$ cat src/design/pfs_pkg.sv
// package of constants and types for the parallel flash command host
// assumes a 40 MHz pclk and an 8-bit, 256K-location NOR flash on the pins

package pfs_pkg;

    // ********************************************************
    // clock and pin timing
    // ********************************************************
    localparam int CLK_MHZ = 40;
    localparam int T_WE_PULSE_NS = 45;
    localparam int T_READ_ACCESS_NS = 120;
    localparam int T_STROBE_RECOVER_NS = 20;
    localparam int T_RESET_PULSE_NS = 500;
    localparam int T_RESET_RECOVER_NS = 50;

    // least times round up, never below one cycle
    function automatic int ns_to_cyc(input int ns);
        int c;
        c = (ns * CLK_MHZ + 999) / 1000;
        return (c < 1) ? 1 : c;
    endfunction

    localparam logic [3:0] WE_PULSE_CYC = 4'(ns_to_cyc(T_WE_PULSE_NS));
    localparam logic [3:0] READ_ACCESS_CYC = 4'(ns_to_cyc(T_READ_ACCESS_NS));
    localparam logic [3:0] RECOVER_CYC = 4'(ns_to_cyc(T_STROBE_RECOVER_NS));
    localparam logic [7:0] RST_RECOVER_CYC = 8'(ns_to_cyc(T_RESET_RECOVER_NS));
    localparam logic [7:0] RST_TOTAL_CYC =
        8'(ns_to_cyc(T_RESET_PULSE_NS) + ns_to_cyc(T_RESET_RECOVER_NS));
    localparam logic [3:0] CNT_ONE = 4'h1;

    // ********************************************************
    // flash side types and command codes
    // ********************************************************
    typedef logic [17:0] pfs_addr_t;
    typedef logic [7:0] pfs_byte_t;

    localparam pfs_addr_t UNLOCK_ADDR1 = 18'h00555;
    localparam pfs_addr_t UNLOCK_ADDR2 = 18'h002AA;
    localparam pfs_addr_t PROT_ADDR_BASE = 18'h00200;
    localparam pfs_addr_t PROT_SEL_MASK = 18'h00040;
    localparam pfs_addr_t PROT_VERIFY_ADDR = 18'h00202;

    localparam pfs_byte_t FC_UNLOCK1 = 8'hAA;
    localparam pfs_byte_t FC_UNLOCK2 = 8'h55;
    localparam pfs_byte_t FC_PROGRAM = 8'hA0;
    localparam pfs_byte_t FC_ERASE_SETUP = 8'h80;
    localparam pfs_byte_t FC_CHIP_ERASE = 8'h10;
    localparam pfs_byte_t FC_SECTOR_ERASE = 8'h30;
    localparam pfs_byte_t FC_SUSPEND = 8'hB0;
    localparam pfs_byte_t FC_RESUME = 8'h30;
    localparam pfs_byte_t FC_READ_ID = 8'h90;
    localparam pfs_byte_t FC_PROT_UNLOCK = 8'h20;
    localparam pfs_byte_t FC_PROT_WRITE = 8'h00;
    localparam pfs_byte_t FC_RESET = 8'hF0;

    localparam int POLL_BIT = 7;
    localparam int TOGGLE_BIT = 6;
    localparam int FAIL_BIT = 5;
    localparam int PROTECTED_BIT = 0;

    // ********************************************************
    // command sequence steps and lengths
    // ********************************************************
    localparam logic [2:0] STEP_UNLOCK2 = 3'h1;
    localparam logic [2:0] STEP_SETUP = 3'h2;
    localparam logic [2:0] STEP_TARGET = 3'h3;
    localparam logic [2:0] STEP_UNLOCK4 = 3'h4;
    localparam logic [2:0] STEP_FINAL = 3'h5;
    localparam logic [2:0] STEP_PROTECT = 3'h6;
    localparam logic [2:0] LEN_NONE = 3'h0;
    localparam logic [2:0] LEN_SINGLE = 3'h1;
    localparam logic [2:0] LEN_ID = 3'h3;
    localparam logic [2:0] LEN_PROGRAM = 3'h4;
    localparam logic [2:0] LEN_ERASE = 3'h6;
    localparam logic [2:0] LEN_PROTECT = 3'h7;

    typedef enum logic [3:0] {
        CMD_READ, CMD_RESET, CMD_PROGRAM, CMD_CHIP_ERASE, CMD_SECTOR_ERASE,
        CMD_SUSPEND, CMD_RESUME, CMD_READ_ID, CMD_PROTECT, CMD_HW_RESET
    } pfs_cmd_t;

    // ********************************************************
    // apb register map
    // ********************************************************
    localparam logic [7:0] REG_CTRL = 8'h00;
    localparam logic [7:0] REG_ADDR = 8'h04;
    localparam logic [7:0] REG_WDATA = 8'h08;
    localparam logic [7:0] REG_STATUS = 8'h0C;
    localparam logic [7:0] REG_RDATA = 8'h10;
    localparam int CTRL_CMD_LSB = 0;
    localparam int CTRL_CMD_MSB = 3;
    localparam int CTRL_PROT_SEL = 4;
    localparam int ST_BUSY = 0;
    localparam int ST_FAIL = 1;
    localparam int ST_DONE = 2;
    localparam int ST_PROTECTED = 3;
    localparam int ST_POLLING = 4;

endpackage

$ cat src/design/pfs_pin_cycle.sv
// one flash bus cycle (write or read) on the chip pins
// assumes the flash data input is synchronous to pclk

`timescale 1ns/1ps

module pfs_pin_cycle
(
    input wire logic pclk,
    input wire logic presetn,
    input wire logic start,
    input wire logic wr,
    input wire pfs_pkg::pfs_addr_t addr_in,
    input wire pfs_pkg::pfs_byte_t wdata_in,
    output logic done,
    output pfs_pkg::pfs_byte_t rdata,
    output pfs_pkg::pfs_addr_t flash_addr,
    input wire pfs_pkg::pfs_byte_t flash_dq_i,
    output pfs_pkg::pfs_byte_t flash_dq_o,
    output logic flash_dq_oe,
    output logic flash_ce_n,
    output logic flash_oe_n,
    output logic flash_we_n
);
    import pfs_pkg::*;

    typedef enum logic [1:0] {P_IDLE, P_SETUP, P_STROBE, P_HOLD} pfs_phase_t;

    pfs_phase_t phase_q;
    logic [3:0] cnt_q;
    logic wr_q;

    wire last = (cnt_q == CNT_ONE);

    always_ff @(posedge pclk or negedge presetn) begin
        if (!presetn) begin
            phase_q <= P_IDLE;
            cnt_q <= 4'h0;
            wr_q <= 1'b0;
            done <= 1'b0;
            rdata <= 8'h00;
            flash_addr <= 18'h00000;
            flash_dq_o <= 8'h00;
            flash_dq_oe <= 1'b0;
            flash_ce_n <= 1'b1;
            flash_oe_n <= 1'b1;
            flash_we_n <= 1'b1;
        end else begin
            done <= 1'b0;
            case (phase_q)
                P_IDLE: begin
                    if (start) begin
                        // write: select low, output enable high
                        flash_addr <= addr_in;
                        flash_dq_o <= wdata_in;
                        flash_dq_oe <= wr; // never drive during a read
                        flash_ce_n <= 1'b0;
                        wr_q <= wr;
                        phase_q <= P_SETUP;
                    end
                end
                P_SETUP: begin
                    // address stable a cycle before the strobe falls
                    flash_we_n <= ~wr_q;
                    flash_oe_n <= wr_q;
                    cnt_q <= wr_q ? WE_PULSE_CYC : READ_ACCESS_CYC;
                    phase_q <= P_STROBE;
                end
                P_STROBE: begin
                    if (last) begin
                        // data stays driven across the rising strobe
                        flash_we_n <= 1'b1;
                        flash_oe_n <= 1'b1;
                        if (!wr_q) begin
                            rdata <= flash_dq_i;
                        end
                        cnt_q <= RECOVER_CYC;
                        phase_q <= P_HOLD;
                    end else begin
                        cnt_q <= cnt_q - CNT_ONE;
                    end
                end
                default: begin
                    if (last) begin
                        flash_ce_n <= 1'b1;
                        flash_dq_oe <= 1'b0;
                        done <= 1'b1;
                        phase_q <= P_IDLE;
                    end else begin
                        cnt_q <= cnt_q - CNT_ONE;
                    end
                end
            endcase
        end
    end

endmodule

$ cat src/design/pfs_flash_host.sv
// host controller for a parallel NOR flash command interface, APB slave
// assumes one flash on the pins, data input synchronous to pclk

`timescale 1ns/1ps

module pfs_flash_host
(
    input wire logic pclk,
    input wire logic presetn,
    input wire logic psel,
    input wire logic penable,
    input wire logic pwrite,
    input wire logic [7:0] paddr,
    input wire logic [31:0] pwdata,
    output logic [31:0] prdata,
    output logic pready,
    output logic pslverr,
    output pfs_pkg::pfs_addr_t address_pins,
    input wire pfs_pkg::pfs_byte_t data_pins_i,
    output pfs_pkg::pfs_byte_t data_pins_o,
    output logic data_pins_oe,
    output logic flash_ce_n,
    output logic flash_oe_n,
    output logic flash_we_n,
    output logic flash_reset_n
);
    import pfs_pkg::*;

    typedef enum logic [2:0] {
        S_IDLE, S_WR, S_WR_WAIT, S_RD, S_RD_WAIT, S_HWRST
    } pfs_state_t;

    // ********************************************************
    // registers
    // ********************************************************
    pfs_state_t state_q;
    pfs_cmd_t op_q;
    logic [2:0] step_q;
    pfs_addr_t addr_q;
    pfs_byte_t wdata_q;
    pfs_byte_t rdata_q;
    pfs_byte_t prev_q;
    logic prot_sel_q;
    logic fail_q;
    logic done_q;
    logic protected_q;
    logic polling_q;
    logic have_prev_q;
    logic fail_seen_q;
    logic susp_pend_q;
    logic [7:0] rst_cnt_q;
    logic eng_start_q;
    logic eng_wr_q;
    pfs_addr_t eng_addr_q;
    pfs_byte_t eng_wdata_q;
    logic eng_done;
    pfs_byte_t eng_rdata;

    // ********************************************************
    // apb decode
    // ********************************************************
    wire idle = (state_q == S_IDLE);
    wire apb_setup = psel & ~penable;
    wire apb_commit = psel & penable & pready;
    wire hit_ctrl = (paddr == REG_CTRL);
    wire hit_addr = (paddr == REG_ADDR);
    wire hit_wdata = (paddr == REG_WDATA);
    wire hit_status = (paddr == REG_STATUS);
    wire hit_rdata = (paddr == REG_RDATA);
    wire mapped = hit_ctrl | hit_addr | hit_wdata | hit_status | hit_rdata;
    wire wr_ctrl = apb_commit & pwrite & hit_ctrl;
    wire [3:0] cmd_field = pwdata[CTRL_CMD_MSB:CTRL_CMD_LSB];
    wire cmd_legal = (cmd_field <= CMD_HW_RESET);
    pfs_cmd_t new_cmd;
    assign new_cmd = pfs_cmd_t'(cmd_field);
    // busy refuses all but a suspend of a polled sector erase, so no write lands mid program
    wire start_cmd = wr_ctrl & idle & cmd_legal;
    // only suspend gets through while a sector erase is polled
    wire suspend_req = wr_ctrl & ~idle & polling_q
        & (new_cmd == CMD_SUSPEND) & (op_q == CMD_SECTOR_ERASE);

    wire [31:0] status_word = {27'h0000000, polling_q, protected_q,
        done_q, fail_q, ~idle};
    wire [31:0] rd_word =
        hit_ctrl ? {27'h0000000, prot_sel_q, op_q} :
        hit_addr ? {14'h0000, addr_q} :
        hit_wdata ? {24'h000000, wdata_q} :
        hit_status ? status_word :
        hit_rdata ? {24'h000000, rdata_q} : 32'h00000000;

    // answer in the first access cycle, registered so outputs are flops
    always_ff @(posedge pclk or negedge presetn) begin
        if (!presetn) begin
            pready <= 1'b0;
            pslverr <= 1'b0;
            prdata <= 32'h00000000;
        end else begin
            pready <= apb_setup;
            pslverr <= apb_setup & ~mapped;
            prdata <= (apb_setup & ~pwrite) ? rd_word : 32'h00000000;
        end
    end

    // operands stay frozen while a command runs
    always_ff @(posedge pclk or negedge presetn) begin
        if (!presetn) begin
            addr_q <= 18'h00000;
            wdata_q <= 8'h00;
        end else if (apb_commit & pwrite & idle) begin
            if (hit_addr) begin
                addr_q <= pwdata[17:0];
            end else if (hit_wdata) begin
                wdata_q <= pwdata[7:0];
            end
        end
    end

    always_ff @(posedge pclk or negedge presetn) begin
        if (!presetn) begin
            susp_pend_q <= 1'b0;
        end else if (suspend_req) begin
            susp_pend_q <= 1'b1;
        end else if (idle) begin
            susp_pend_q <= 1'b0;
        end
    end

    // ********************************************************
    // command sequence table
    // ********************************************************
    function automatic logic [2:0] seq_len(input pfs_cmd_t c);
        case (c)
            CMD_RESET, CMD_SUSPEND, CMD_RESUME: return LEN_SINGLE;
            CMD_READ_ID: return LEN_ID;
            CMD_PROGRAM: return LEN_PROGRAM;
            CMD_CHIP_ERASE, CMD_SECTOR_ERASE: return LEN_ERASE;
            CMD_PROTECT: return LEN_PROTECT;
            default: return LEN_NONE;
        endcase
    endfunction

    // unlock cycles use only the low lines; the rest stay zero
    function automatic logic [25:0] seq_cycle(input pfs_cmd_t c,
        input logic [2:0] s, input pfs_addr_t a, input pfs_byte_t d,
        input logic ps);
        pfs_addr_t pa;
        pfs_byte_t code;
        pa = UNLOCK_ADDR1;
        code = FC_UNLOCK1;
        if (c == CMD_RESET || c == CMD_SUSPEND || c == CMD_RESUME) begin
            pa = a; // any address will do
            code = (c == CMD_RESET) ? FC_RESET :
                (c == CMD_SUSPEND) ? FC_SUSPEND : FC_RESUME;
        end else if (s == STEP_UNLOCK2 || s == STEP_UNLOCK4) begin
            pa = UNLOCK_ADDR2;
            code = FC_UNLOCK2;
        end else if (s == STEP_TARGET && c == CMD_PROGRAM) begin
            pa = a; // target address and byte
            code = d;
        end else if (s == STEP_SETUP) begin
            code = (c == CMD_PROGRAM) ? FC_PROGRAM :
                (c == CMD_READ_ID) ? FC_READ_ID : FC_ERASE_SETUP;
        end else if (s == STEP_FINAL) begin
            code = (c == CMD_CHIP_ERASE) ? FC_CHIP_ERASE :
                (c == CMD_SECTOR_ERASE) ? FC_SECTOR_ERASE :
                FC_PROT_UNLOCK;
            if (c == CMD_SECTOR_ERASE) begin
                pa = a;
            end
        end else if (s == STEP_PROTECT) begin
            pa = PROT_ADDR_BASE | (ps ? PROT_SEL_MASK : 18'h00000);
            code = FC_PROT_WRITE;
        end
        return {pa, code};
    endfunction

    wire [25:0] cyc = seq_cycle(op_q, step_q, addr_q, wdata_q, prot_sel_q);
    wire [2:0] len = seq_len(op_q);
    wire more_steps = ((step_q + 3'h1) < len);
    wire poll_op = (op_q == CMD_PROGRAM) | (op_q == CMD_CHIP_ERASE)
        | (op_q == CMD_SECTOR_ERASE) | (op_q == CMD_RESUME);

    // ********************************************************
    // status polling decisions
    // ********************************************************
    wire tog_same = (eng_rdata[TOGGLE_BIT] == prev_q[TOGGLE_BIT]);
    wire settled = have_prev_q & tog_same;
    // program ends with true data; erase ends with the poll bit high
    wire end_bad = (op_q == CMD_PROGRAM) ? (eng_rdata != wdata_q) :
        ~eng_rdata[POLL_BIT];
    // fail bit seen on two toggling reads in a row
    wire timed_out = have_prev_q & eng_rdata[FAIL_BIT] & fail_seen_q;

    // ********************************************************
    // sequencer
    // ********************************************************
    always_ff @(posedge pclk or negedge presetn) begin
        if (!presetn) begin
            state_q <= S_IDLE;
            op_q <= CMD_READ;
            step_q <= 3'h0;
            prot_sel_q <= 1'b0;
            fail_q <= 1'b0;
            done_q <= 1'b0;
            protected_q <= 1'b0;
            polling_q <= 1'b0;
            have_prev_q <= 1'b0;
            fail_seen_q <= 1'b0;
            prev_q <= 8'h00;
            rdata_q <= 8'h00;
            rst_cnt_q <= 8'h00;
            flash_reset_n <= 1'b1;
            eng_start_q <= 1'b0;
            eng_wr_q <= 1'b0;
            eng_addr_q <= 18'h00000;
            eng_wdata_q <= 8'h00;
        end else begin
            eng_start_q <= 1'b0;
            case (state_q)
                S_IDLE: begin
                    if (start_cmd) begin
                        op_q <= new_cmd;
                        prot_sel_q <= pwdata[CTRL_PROT_SEL];
                        step_q <= 3'h0;
                        fail_q <= 1'b0;
                        done_q <= 1'b0;
                        have_prev_q <= 1'b0;
                        fail_seen_q <= 1'b0;
                        if (new_cmd == CMD_HW_RESET) begin
                            rst_cnt_q <= RST_TOTAL_CYC;
                            flash_reset_n <= 1'b0;
                            state_q <= S_HWRST;
                        end else if (new_cmd == CMD_READ) begin
                            eng_addr_q <= addr_q;
                            state_q <= S_RD;
                        end else begin
                            state_q <= S_WR;
                        end
                    end
                end
                S_WR: begin
                    eng_start_q <= 1'b1;
                    eng_wr_q <= 1'b1;
                    eng_addr_q <= cyc[25:8];
                    eng_wdata_q <= cyc[7:0];
                    state_q <= S_WR_WAIT;
                end
                S_WR_WAIT: begin
                    if (eng_done) begin
                        if (more_steps) begin
                            step_q <= step_q + 3'h1;
                            state_q <= S_WR;
                        end else if (poll_op) begin
                            // single sector only, no 30us reload window
                            // device runs the algorithm unaided
                            polling_q <= 1'b1;
                            eng_addr_q <= addr_q;
                            state_q <= S_RD;
                        end else if (op_q == CMD_PROTECT) begin
                            eng_addr_q <= PROT_VERIFY_ADDR;
                            state_q <= S_RD;
                        end else begin
                            done_q <= 1'b1;
                            state_q <= S_IDLE;
                        end
                    end
                end
                S_RD: begin
                    eng_start_q <= 1'b1;
                    eng_wr_q <= 1'b0;
                    state_q <= S_RD_WAIT;
                end
                S_RD_WAIT: begin
                    if (eng_done) begin
                        rdata_q <= eng_rdata;
                        if (!polling_q) begin
                            if (op_q == CMD_PROTECT) begin
                                protected_q <= eng_rdata[PROTECTED_BIT];
                            end
                            done_q <= 1'b1;
                            state_q <= S_IDLE;
                        end else if (susp_pend_q) begin
                            // erase stays suspended; device in read mode
                            polling_q <= 1'b0;
                            op_q <= CMD_SUSPEND;
                            step_q <= 3'h0;
                            state_q <= S_WR;
                        end else if (settled && !end_bad) begin
                            polling_q <= 1'b0;
                            done_q <= 1'b1;
                            state_q <= S_IDLE;
                        end else if (settled || timed_out) begin
                            // abort the failed operation back to read
                            polling_q <= 1'b0;
                            fail_q <= 1'b1;
                            op_q <= CMD_RESET;
                            step_q <= 3'h0;
                            state_q <= S_WR;
                        end else begin
                            fail_seen_q <= have_prev_q & eng_rdata[FAIL_BIT];
                            prev_q <= eng_rdata;
                            have_prev_q <= 1'b1;
                            state_q <= S_RD;
                        end
                    end
                end
                default: begin
                    // low for the pulse, then high through recovery
                    rst_cnt_q <= rst_cnt_q - 8'h01;
                    flash_reset_n <= (rst_cnt_q <= RST_RECOVER_CYC + 8'h01);
                    if (rst_cnt_q == 8'h01) begin
                        done_q <= 1'b1;
                        state_q <= S_IDLE;
                    end
                end
            endcase
        end
    end

    pfs_pin_cycle u_cycle (
        .pclk(pclk),
        .presetn(presetn),
        .start(eng_start_q),
        .wr(eng_wr_q),
        .addr_in(eng_addr_q),
        .wdata_in(eng_wdata_q),
        .done(eng_done),
        .rdata(eng_rdata),
        .flash_addr(address_pins),
        .flash_dq_i(data_pins_i),
        .flash_dq_o(data_pins_o),
        .flash_dq_oe(data_pins_oe),
        .flash_ce_n(flash_ce_n),
        .flash_oe_n(flash_oe_n),
        .flash_we_n(flash_we_n)
    );

endmodule

$ cat config.mk
export PLATFORM = sky130hd
export DESIGN_NAME = pfs_flash_host
export DESIGN_NICKNAME = d
export VERILOG_FILES = /design/src/design/pfs_pkg.sv /design/src/design/pfs_pin_cycle.sv /design/src/design/pfs_flash_host.sv
export SDC_FILE = /design/constraint.sdc
export NUM_CORES = 1
export LEC_CHECK = 0
export BUFFER_PORTS_ARGS = -buffer_cell sky130_fd_sc_hd__buf_2
export CAP_MARGIN = 15
export CORE_MARGIN = 1
export CORE_UTILIZATION = 50
export DETAILED_ROUTE_END_ITERATION = 10
export GPL_ROUTABILITY_DRIVEN = 0
export PLACE_DENSITY_LB_ADDON = 0.08
export SYNTH_ARGS = -nofsm -noshare
export SYNTH_HDL_FRONTEND = slang
export SYNTH_HIERARCHICAL = 1
export SYNTH_SLANG_ARGS = --single-unit
$ cat constraint.sdc
create_clock -name pclk -period 3.7 [get_ports pclk]
set_input_delay 0.185 -clock pclk [delete_from_list [all_inputs] [get_ports pclk]]
set_output_delay 0.185 -clock pclk [all_outputs]
set_load 0.01 [all_outputs]
======== Word-level counts from Yosys, hierarchy flattened ========
Memories as Yosys holds them, arrays and structs flattened.
Cells that the tools add are included.
storage, ports and cells
  memory bits (read-only) ................. 48
  output and inout bits ................... 65
  memories kept ........................... 1
  flip-flop bits (word level) ............. 162
memories
  memory           depth  bits a word  rd ports  clocked after Yosys merged registers in  write ports  RTL line               text
  (no name shown)  16     3            1         0                                        0            pfs_flash_host.sv:132  case (c)
operators by class
  bitwise gates (word level) .............. 39
  $add $sub $neg .......................... 3
  eq/ne operators ......................... 54
  muxes and demuxes ....................... 131
  $lt $le $gt $ge ......................... 3
  reduce and logical (&&, ||, !) cells .... 47
operator list
  kind                                            count
  2-to-1 mux 18 bit                               16
  2-to-1 mux 8 bit                                13
  one-hot mux 18 bit (3 select lines)             1
  2-to-1 mux 1 bit                                45
  2-to-1 mux 3 bit                                14
  2-to-1 mux 4 bit                                8
  != test 2 bit (second input constant)           12
  2-to-1 mux 2 bit                                11
  AND reduction 7 bit                             3
  == test 4 x 3 -> 1 bit (second input constant)  5
  one-hot mux 1 bit (2 select lines)              10
  != test 3 bit (second input constant)           6
  bitwise AND 1 bit                               17
  == test 8 x 4 -> 1 bit (second input constant)  2
  one-hot mux 8 bit (2 select lines)              1
  NOT 1 bit                                       15
  one-hot mux 3 bit (5 select lines)              1
  AND reduction 3 bit                             5
  == test 3 x 2 -> 1 bit (second input constant)  4
  == test 3 bit (second input constant)           4
  2-to-1 mux 6 bit                                2
  != test 2 x 1 -> 1 bit (second input constant)  6
  one-hot mux 4 bit (3 select lines)              1
  AND reduction 2 bit                             6
  other kinds (44)                                69

======== Logic depth before layout (Yosys ltp) ========
Gate-level depths: netlist of the first run.
  depth after elaboration ................. 9
  mapped depth ............................ 13
  mapped depth without buffers ............ 11

======== Hierarchy ========
The synthesis of the first run kept the hierarchy.
modules (own cells, without submodules)
  module          area each (um^2)  seq. area each (um^2)  cells each  instances
  pfs_flash_host  5,733.0           2,753.9                554         1
  pfs_pin_cycle   1,988.2           1,154.9                146         1

======== Least setup slack after synthesis of the first run ========
OpenSTA, ideal clock, no wires.
  path kind ............................... register -> register
  start ................................... register op_q[1]
  end ..................................... register eng_addr_q[9]
  library setup time ...................... 0.127 ns
  path buffers ............................ 1
  period minus slack after synthesis ...... 2.731 ns
  data arrival time ....................... 2.603 ns
  stages on the path, launching flop included .. 13
  data required time ...................... 3.573 ns
  setup slack ............................. 0.969 ns
  cells stage by stage .................... dfrtp_1 > inv_1 > ha_1 > and3_1 > a21oi_1 > ha_1 > nor2b_1 > o21ai_0 > nand3_1 > nand2b_1 > or4_4 > buf_6 > mux2_1
on the way
  longest elaborated chain between the ends .. 8
ends and longest elaborated chain
  element                                                                           RTL line               text
  start: declaration                                                                pfs_flash_host.sv:37   pfs_cmd_t op_q;
  start signal: assignment                                                          pfs_flash_host.sv:222  op_q <= new_cmd;
  parallel branches: the longest is 8 deep, another holds memory read (16 x 3 bit)  --
  end signal: assignment                                                            pfs_flash_host.sv:234  eng_addr_q <= addr_q;
  end signal: assignment                                                            pfs_flash_host.sv:244  eng_addr_q <= cyc[25:8];
  end signal: assignment                                                            pfs_flash_host.sv:257  eng_addr_q <= addr_q;
  end: declaration                                                                  pfs_flash_host.sv:54   pfs_addr_t eng_addr_q;
Parallel ways; which one is timed is not known. The select of a mux whose other input is x is not followed.
A chain may end at the register's enable or synchronous reset.

======== Worst setup path after layout of the first run ========
Ends and elaborated chain as after synthesis.

==> results of run 1 <==
-- what timing repair did --
action	4_1_cts	5_1_grt
endpoints found under the hold margin	129	0
hold buffers	22	0
setup buffers	0	0
-- worst reg2reg max path: stages (launching register included) --
cell and delay [ns]:
dfrtp_1 0.45, inv_1 0.13, ha_1 0.23, nand2_1 0.16, o21ai_0 0.15, a21oi_1 0.11
ha_1 0.30, o2111ai_1 0.15, nand3_1 0.17, nand2b_1 0.11, or4_4 0.71, mux2_1 0.40
-- kinds of logic after synthesis --
family          after synthesis
fa+ha+maj                    19
flops                       156
buf+inv                      78
xor+xnor                     10
compound gates              153
mux                         107
other cells                   1
simple gates                176
-- metrics by stage --
step / util (%) / worst slack, ns / area (sq um) / power (mW) / instances
floorplan: - / 0.969 / 7770 / 4.20 / 713
global placement: 55.0 / 0.692 / 8330 / 4.81 / 963
detailed placement: 55.0 / 0.555 / 8330 / 4.93 / 963
CTS: 60.4 / 0.548 / 9140 / 6.72 / 1017
global route: 60.4 / 0.272 / 9140 / 7.09 / 1017
finish: 60.4 / 0.528 / 9140 / 6.68 / 1017
-- registers in the layout, summed over array words and instances (netlist names), 2 cells and up --
name,count
op_q,4
u_cycle/phase_q,2
eng_addr_q,18
eng_wdata_q,8
prdata,18
addr_q,18
rst_cnt_q,8
wdata_q,8
u_cycle/rdata,8
u_cycle/cnt_q,4
rdata_q,8
u_cycle/flash_dq_o,8
state_q,3
step_q,3
u_cycle/flash_addr,18
-- routing by layer --
layer  global-route usage [%]  up-vias  wire (um)
met2                     39.0      162       8650
met1                     31.5     2849       8290
met5                        0        -          0
met3                     4.08       28        705
li1                         -     2714          -
met4                     9.14        0        369
-- cells in the mapped netlist, types with 10 or more instances --
| master | count | area share [%] |
|---|---|---|
| nor2_1 | 37 | 1.8 |
| nand2_1 | 48 | 2.3 |
| and2_1 | 13 | 1.1 |
| inv_1 | 38 | 1.8 |
| mux2i_1 | 21 | 2.7 |
| a31oi_1 | 12 | 0.97 |
| nand3_1 | 10 | 0.65 |
| dfrtp_1 | 152 | 49 |
| mux2_2 | 84 | 12 |
| o21ai_0 | 41 | 2.7 |
| nor3_1 | 15 | 0.97 |
| buf_4 | 14 | 1.4 |
| a21oi_1 | 37 | 2.4 |
| clkbuf_1 | 19 | 0.92 |
| ha_1 | 19 | 3.1 |
-- power groups by stage --
stage | sequential (mW) | clock [mW] | combinational [mW]
detailed placement | 2.62 | 0 | 2.31
CTS | 2.59 | 1.78 | 2.34
global placement | 2.59 | 0 | 2.21
floorplan | 2.54 | 0 | 1.67
finish | 2.59 | 1.74 | 2.35
global route | 2.67 | 1.84 | 2.59
-- area by class of cell --
type,count,share of cell area [%]
Timing Repair Buffer,123,8.34
Multi-Input combinational cell,479,38.2
Clock buffer,21,5.04
Sequential cell,156,42.8
Clock inverter,11,1.45
Tap cell,188,2.57
Inverter,39,1.60
-- final timing paths --
| kind | slack [ns] | from | to |
|---|---|---|---|
| worst max register to register | 0.53 | op_q[1] | eng_addr_q[9] |
| max in group asynchronous | 2.29 | presetn | flash_reset_n |
| min in group asynchronous | 0.45 | presetn | u_cycle/flash_dq_oe |
| worst max-delay path | 0.53 | op_q[1] | eng_addr_q[9] |
| worst min-delay path | 0.02 | pwdata[5] | addr_q[5] |
| worst min register to register | 0.48 | eng_wdata_q[1] | eng_wdata_q[1] |
==> flow_summary.yaml, run 1 <==
power_and_ir_drop:
  switching_share_pct: 36.1
  p_per_area_nw_per_um2: 731
  p_int_mw: 4.27
  combPwrFrac_pct: 35.1
  ir_drop_v: 0.000367
  p_switching_mw: 2.41
  p_leak_nw: 4.38
  pwr-share-seq_pct: 38.8
  p_clk_share_pct: 26.1
synthesis:
  synth_xor_area_share_pct: 1.13
  synth_top_family_by_area: "multiplexers"
  synth-edff-count: 0
  synth-compound-area-share_pct: 13.0
  synth_area_sq_um: 7720
  ys_seq_elements: 156
  syn_inst: 700
  ys_warn_count: 6
  seq_area_frac_synth_pct: 50.6
  synthMuxAreaShare_pct: 15.3
  synthAdderAreaFrac_pct: 3.08
  synth.distinct_cells: 69
  synthArstFlopShare_pct: 100
  synth_simple_gate_area_share_pct: 12.0
  synth-main-ff-cell: "dfrtp_1"
  avgSynthCellArea_sq_um: 11.0
die:
  rows: 45
  die_w_um: 126
  die_area_sq_um: 15900
  core-area_sq_um: 15100
  die_h_um: 126
  boundaryPins: 118
  start_util_pct: 51.0
clock_tree:
  cts.sinks: 156
  cts_tree: "built"
  post_cts_resized: 0
  cts-buffers-inserted: 17
  cts_root_buf: "clkbuf_16"
  clkTransAtPathRegs_ns: 0.06
  clk_latency_ns: 0.43
  cts.path.max_buffers: 2
  htree_levels: 4
worst_setup_path:
  critPathMaxFanout: 18
  critPathCaptureType: "flip-flop"
  start_kind: "flip-flop"
  cp_cell_sequence: "inv_1 -> ha_1 -> nand2_1 -> o21ai_0 -> a21oi_1 -> ha_1 -> o2111ai_1 -> nand3_1 -> nand2b_1 -> or4_4 -> mux2_1"
  cp.arrival_ns: 3.48
  cp_num_cells: 11
  r2r_cells: 11
  cp.buffers_inverters: 1
  path_class: "flip-flop to flip-flop"
  crit_top_cell: "ha_1"
  crit_family: "simple AND/OR/NAND/NOR gates"
  cpPeakStageDelay_ns: 0.71
  critPathSlowestCell: "or4_4"
  required_ns: 4.01
min_path:
  hold_class: "primary input to flip-flop"
  min_path_cells: 2
drt:
  ant_nets: 0
  drc: 0
  wirelength_um: 18000
  wire_per_inst_um: 17.7
  first_pass_iters: 5
  drt_iter0_markers: 340
  vias_per_cell: 5.66
  vias: 5753
sta:
  slew_violations: 0
  hold_viol: 0
  setup_viol: 0
  setup-tns-final_ns: 0
  skew_ns: 0.00614
  slew_headroom_pct: 34.0
  rsz0062_at_grt: "no"
  worst_slew_pin_slew_ns: 0.989
  post-route-period-util_pct: 85.7
  timing.fmax_ghz: 0.315
  fin_crit_ns: 3.17
  whs_ns: 0.0195
placed_design:
  dpl.hpwl_um: 12900
  numPortBuffers: 89
flow_run:
  maxCapViolations: 0
layout:
  syn_to_final_growth_pct: 18.4
  nets: 888
  layout_common_cells: "152 x dfrtp_1, 88 x buf_2, 84 x mux2_2"
  mostFrequentLayoutCell: "dfrtp_1"
  layout-drive-gt1-share_pct: 28.6
  multi_input_area_sq_um: 3500
  final-seq-area_sq_um: 3910
  diodes: 0
  fill_cells: 1295
grt:
  grt_pass1_vias: 5664
  grt_usage_pct: 23.7
  antenna_found_initial: 0
  grt_max_degree: 110
  grt_pass1_wl_um: 29300
  gr-total-overflow: 0
status:
  status: "finished clean"
(Power assumes the default switching activity.)
==> inputs of run 2 (changes only) <==
--- a/config.mk
+++ b/config.mk
@@ -14,5 +14,4 @@
 export PLACE_DENSITY_LB_ADDON = 0.08
 export SYNTH_ARGS = -nofsm -noshare
 export SYNTH_HDL_FRONTEND = slang
-export SYNTH_HIERARCHICAL = 1
 export SYNTH_SLANG_ARGS = --single-unit
==> run 2 against run 1 <==
Clock skew up 0.0021 ns; global-route usage up 0.12 points; critical endpoint is now eng_addr_q[13]; combinational power down 6%; largest power group unchanged.
==> flow_summary.yaml, run 2 <==
layout:
  final_area_sq_um: 9130
  fill_cells: 1229
  fin_cells: 1031
  nets: 907
  syn_to_final_growth_pct: 19.4
  diodes: 0
  layout-drive-gt1-share_pct: 25.5
  mostFrequentLayoutCell: "dfrtp_1"
  finish.utilization_pct: 61.9
  layout_common_cells: "152 x dfrtp_1, 88 x buf_2, 73 x mux2_2"
clock_tree:
  clkTransAtPathRegs_ns: 0.07
  cts.path.max_buffers: 2
  clk_latency_ns: 0.42
  cts-buffers-inserted: 17
  htree_levels: 4
  cts.sinks: 156
  cts_tree: "built"
  cts_setup_buffers: 0
  cts_root_buf: "clkbuf_16"
drt:
  vias: 5844
  ant_nets: 0
  drc: 0
  wire_per_inst_um: 17.5
  first_pass_iters: 5
  wirelength_um: 18000
  drt_iter0_markers: 347
  vias_per_cell: 5.67
synthesis:
  synth_top_area_share_pct: 49.7
  avgSynthCellArea_sq_um: 10.7
  synth_top_cell_by_area: "dfrtp_1"
  ys_warn_count: 0
  synth_area_leaders: "dfrtp_1 50%, mux2_2 11%, ha_1 3.3%"
  synthArstFlopShare_pct: 100
  ys_seq_elements: 156
  synth-main-ff-cell: "dfrtp_1"
  syn_inst: 718
  synth-edff-count: 0
  seq_area_frac_synth_pct: 51.1
  synth_common_cells: "152 x dfrtp_1, 73 x mux2_2, 65 x nand2_1, 52 x nor2_1, 45 x a21oi_1"
  synth.most_common_cell: "dfrtp_1"
  synth_area_sq_um: 7650
  synth.distinct_cells: 65
power_and_ir_drop:
  p_per_area_nw_per_um2: 713
  p_total_mw: 6.51
  ir_drop_v: 0.000360
  p_leak_nw: 4.44
worst_setup_path:
  cp.arrival_ns: 3.71
  critPathSlowestCell: "or3b_1"
  path_class: "flip-flop to flip-flop"
  r2r_cells: 12
  start_kind: "flip-flop"
  critPathMaxFanout: 11
  cpPeakStageDelay_ns: 0.60
  cp.buffers_inverters: 1
  required_ns: 4.06
  crit_family: "simple AND/OR/NAND/NOR gates"
  critPathCaptureType: "flip-flop"
  cp_cell_sequence: "inv_1 -> ha_1 -> nand2_1 -> nor2_1 -> nor2_1 -> ha_1 -> and2_1 -> o221ai_1 -> nand4b_1 -> or3b_1 -> nor2_2 -> a22o_1"
  cp_num_cells: 12
sta:
  post-route-period-util_pct: 90.4
  rsz0062_at_grt: "no"
  skew_ns: 0.00820
  hold_viol: 0
  slew_headroom_pct: 28.1
  slew_violations: 0
  setup_ws_ns: 0.355
  setup-tns-final_ns: 0
  fin_crit_ns: 3.34
  timing.fmax_ghz: 0.299
  setup_viol: 0
  worst_slew_pin_slew_ns: 1.07
  whs_ns: 0.0522
die:
  boundaryPins: 118
  start_util_pct: 51.9
  die_h_um: 126
  core-area_sq_um: 14800
  die_w_um: 126
  rows: 44
  die_area_sq_um: 15800
status:
  status: "finished clean"
placed_design:
  dpl.hpwl_um: 12900
  numPortBuffers: 89
  dp_slack_ns: 0.431
  dpl_cell_area_sq_um: 8270
  dp.cells: 975
flow_run:
  maxCapViolations: 0
min_path:
  min_path_cells: 2
  hold_class: "primary input to flip-flop"
grt:
  grt_max_degree: 97
  gr-total-overflow: 0
  grt_pass1_wl_um: 29400
  antenna_found_initial: 0
  grt_usage_pct: 23.9
  grt_pass1_vias: 5700
==> run 2: final timing paths <==
check                              startpoint                to  slack [ns]
worst max register to register        op_q[1]    eng_addr_q[13]        0.36
max in group asynchronous             presetn     flash_reset_n        2.40
worst min register to register  flash_reset_n     flash_reset_n        0.49
min in group asynchronous             presetn  u_cycle.cnt_q[0]        0.40
worst max-delay path                  op_q[1]    eng_addr_q[13]        0.36
worst min-delay path                pwdata[4]        prot_sel_q        0.05
==> run 2: cell type report <==
| type | instances | area [sq um] | area share (%) |
|---|---|---|---|
| clock inverters | 12 | 160 | 1.75 |
| inverters | 28 | 105 | 1.15 |
| flip-flops and latches | 156 | 3910 | 42.8 |
| well taps | 184 | 230 | 2.52 |
| clock buffers | 20 | 447 | 4.89 |
| repair buffers | 123 | 797 | 8.73 |
| multi-input cells | 508 | 3480 | 38.2 |
==> run 2: cell families after synthesis <==
group | count (synthesis) | share of synthesized area, %
AOI/OAI and AO/OA | 159 | 13.2
buffers and inverters | 67 | 4.01
muxes | 91 | 13.2
DFF | 156 | 51.1
and+or+nand+nor | 214 | 14.1
xor gates and xnor gates | 10 | 1.14
adders and majority gates | 20 | 3.27
other | 1 | 0.0490
==> run 2: report_power, final <==
part           internal [mW]  switching [mW]
Combinational          0.963            1.24
Sequential              2.13           0.390
Clock                   1.09           0.701
==> run 2: repair_timing <==
action	in CTS	in global routing
hold endpoints to repair	116	0
resized for setup	0	0
hold buffers	23	0
==> run 2: layer usage <==
layer  wire length [um]  track usage [%]  share of wire [%]
met4                362             9.83                2.0
met3                745             4.25                4.1
met5                  0                0                  0
met1               8740             34.0                 49
met2               8160             36.0                 45
==> inputs of run 3 (changes only) <==
--- a/config.mk
+++ b/config.mk
@@ -7,6 +7,7 @@
 export LEC_CHECK = 0
 export BUFFER_PORTS_ARGS = -buffer_cell sky130_fd_sc_hd__buf_2
 export CAP_MARGIN = 15
+export CORE_ASPECT_RATIO = 1.75
 export CORE_MARGIN = 1
 export CORE_UTILIZATION = 50
 export DETAILED_ROUTE_END_ITERATION = 10
==> run 3 against run 2 <==
Via count increased by 0.84%; fmax decreased by 0.87%; wire length increased by 4.7%; sequential power about the same; final area decreased by 0.73%; sequential share of layout area increased by 0.31 points; clock-buffer cell count decreased by 2; final cell count decreased by 0.48%; first-iteration DRC count decreased by 21%; critical endpoint is now step_q[0]; largest power group unchanged; highest routed layer unchanged.
==> flow_summary.yaml, run 3 (synthesis results as in run 2) <==
placed_design:
  dpl.hpwl_um: 13900
  numPortBuffers: 89
  dpl_cell_area_sq_um: 8270
  dp.cells: 974
  dp_slack_ns: 0.423
sta:
  slew_violations: 0
  hold_viol: 0
  whs_ns: 0.0175
  worst_slew_pin_slew_ns: 0.868
  post-route-period-util_pct: 91.2
  fin_crit_ns: 3.37
  slew_headroom_pct: 42.2
  rsz0062_at_grt: "no"
  setup_viol: 0
  skew_ns: 0.0111
  setup-tns-final_ns: 0
  setup_ws_ns: 0.326
  timing.fmax_ghz: 0.296
drt:
  vias_per_cell: 5.74
  wirelength_um: 18800
  drt_iter0_markers: 273
  first_pass_iters: 5
  ant_nets: 0
  drc: 0
  vias: 5893
  wire_per_inst_um: 18.4
worst_setup_path:
  path_class: "flip-flop to flip-flop"
  critPathCaptureType: "flip-flop"
  cp.arrival_ns: 3.71
  critPathMaxFanout: 6
  required_ns: 4.04
  start_kind: "flip-flop"
layout:
  fin_cells: 1026
  finish.utilization_pct: 60.8
  mostFrequentLayoutCell: "dfrtp_1"
  layout-drive-gt1-share_pct: 25.9
  syn_to_final_growth_pct: 18.5
  final_area_sq_um: 9070
  diodes: 0
  fill_cells: 1273
  nets: 903
  layout_common_cells: "152 x dfrtp_1, 88 x buf_2, 73 x mux2_2"
grt:
  antenna_found_initial: 0
  gr-total-overflow: 0
  grt_usage_pct: 25.4
  grt_pass1_wl_um: 30500
  grt_max_degree: 96
  grt_pass1_vias: 5985
power_and_ir_drop:
  p_leak_nw: 4.41
  p_per_area_nw_per_um2: 709
  ir_drop_v: 0.000338
  p_total_mw: 6.43
clock_tree:
  cts.sinks: 156
  clk_latency_ns: 0.42
  clkTransAtPathRegs_ns: 0.06
  cts_setup_buffers: 0
  cts_root_buf: "clkbuf_16"
  cts_tree: "built"
  cts.path.max_buffers: 2
  cts-buffers-inserted: 17
  htree_levels: 4
status:
  status: "finished clean"
die:
  boundaryPins: 118
  core-area_sq_um: 14900
  start_util_pct: 51.3
  die_area_sq_um: 15800
  die_w_um: 95.5
  rows: 59
  die_h_um: 166
flow_run:
  maxCapViolations: 0
min_path:
  hold_class: "primary input to flip-flop"
==> run 3: cell types whose count changed in the layout (fill, tap and decap cells not counted), sizes merged <==
cell / delta
clkbuf: -2
clkinvlp: +1
inv: +6
bufinv: -3
clkinv: -2
dlygate4sd3: -4
==> run 3: worst max-delay path, stage by stage (launching register included) <==
cell and delay [ns]:
dfrtp_1 0.44, inv_1 0.17, ha_1 0.22, nand2_1 0.10, nor2_1 0.28, a21oi_1 0.10
ha_1 0.29, nor2b_1 0.13, o21ai_0 0.24, nand4b_1 0.33, a211oi_1 0.71, mux2i_1 0.28
==> run 3: power breakdown <==
part	switching (mW)	internal, mW	leakage [nW]
clock	0.786	0.919	0.282
sequential	0.413	2.12	2.05
combinational	1.23	0.958	2.08
==> run 3: layout make-up <==
cell class	instances	area, sq um	share of cell area [%]
clock inverters	14	143	1.57
well taps	183	229	2.53
multi-input cells	508	3480	38.4
clock buffers	18	439	4.84
repair buffers	119	757	8.35
flip-flops and latches	156	3910	43.1
inverters	28	105	1.16
==> run 3: what timing repair did <==
action,4_1_cts,5_1_grt
endpoints found under the hold margin,110,0
resized for setup,0,0
hold buffers,19,0
setup endpoints to repair,0,0
==> run 3: worst paths after layout <==
check	cells past startpoint	start	slack, ns	to
worst min register to register	2	eng_wdata_q[6]	0.48	eng_wdata_q[6]
max in group asynchronous	3	presetn	2.46	flash_reset_n
min in group asynchronous	2	presetn	0.41	u_cycle.cnt_q[3]
worst min-delay path	2	pwdata[6]	0.02	addr_q[6]
worst max register to register	11	op_q[1]	0.33	step_q[0]
worst max-delay path	11	op_q[1]	0.33	step_q[0]
==> run 3: per-layer routing <==
layer  vias to the layer above  global-route usage [%]  share of wire [%]
met1                      2878                    29.0                 39
met4                         0                    14.1                4.6
met3                        52                    4.50                3.4
met2                       191                    43.7                 53
met5                         -                       0                  0
li1                       2772                       -                  -
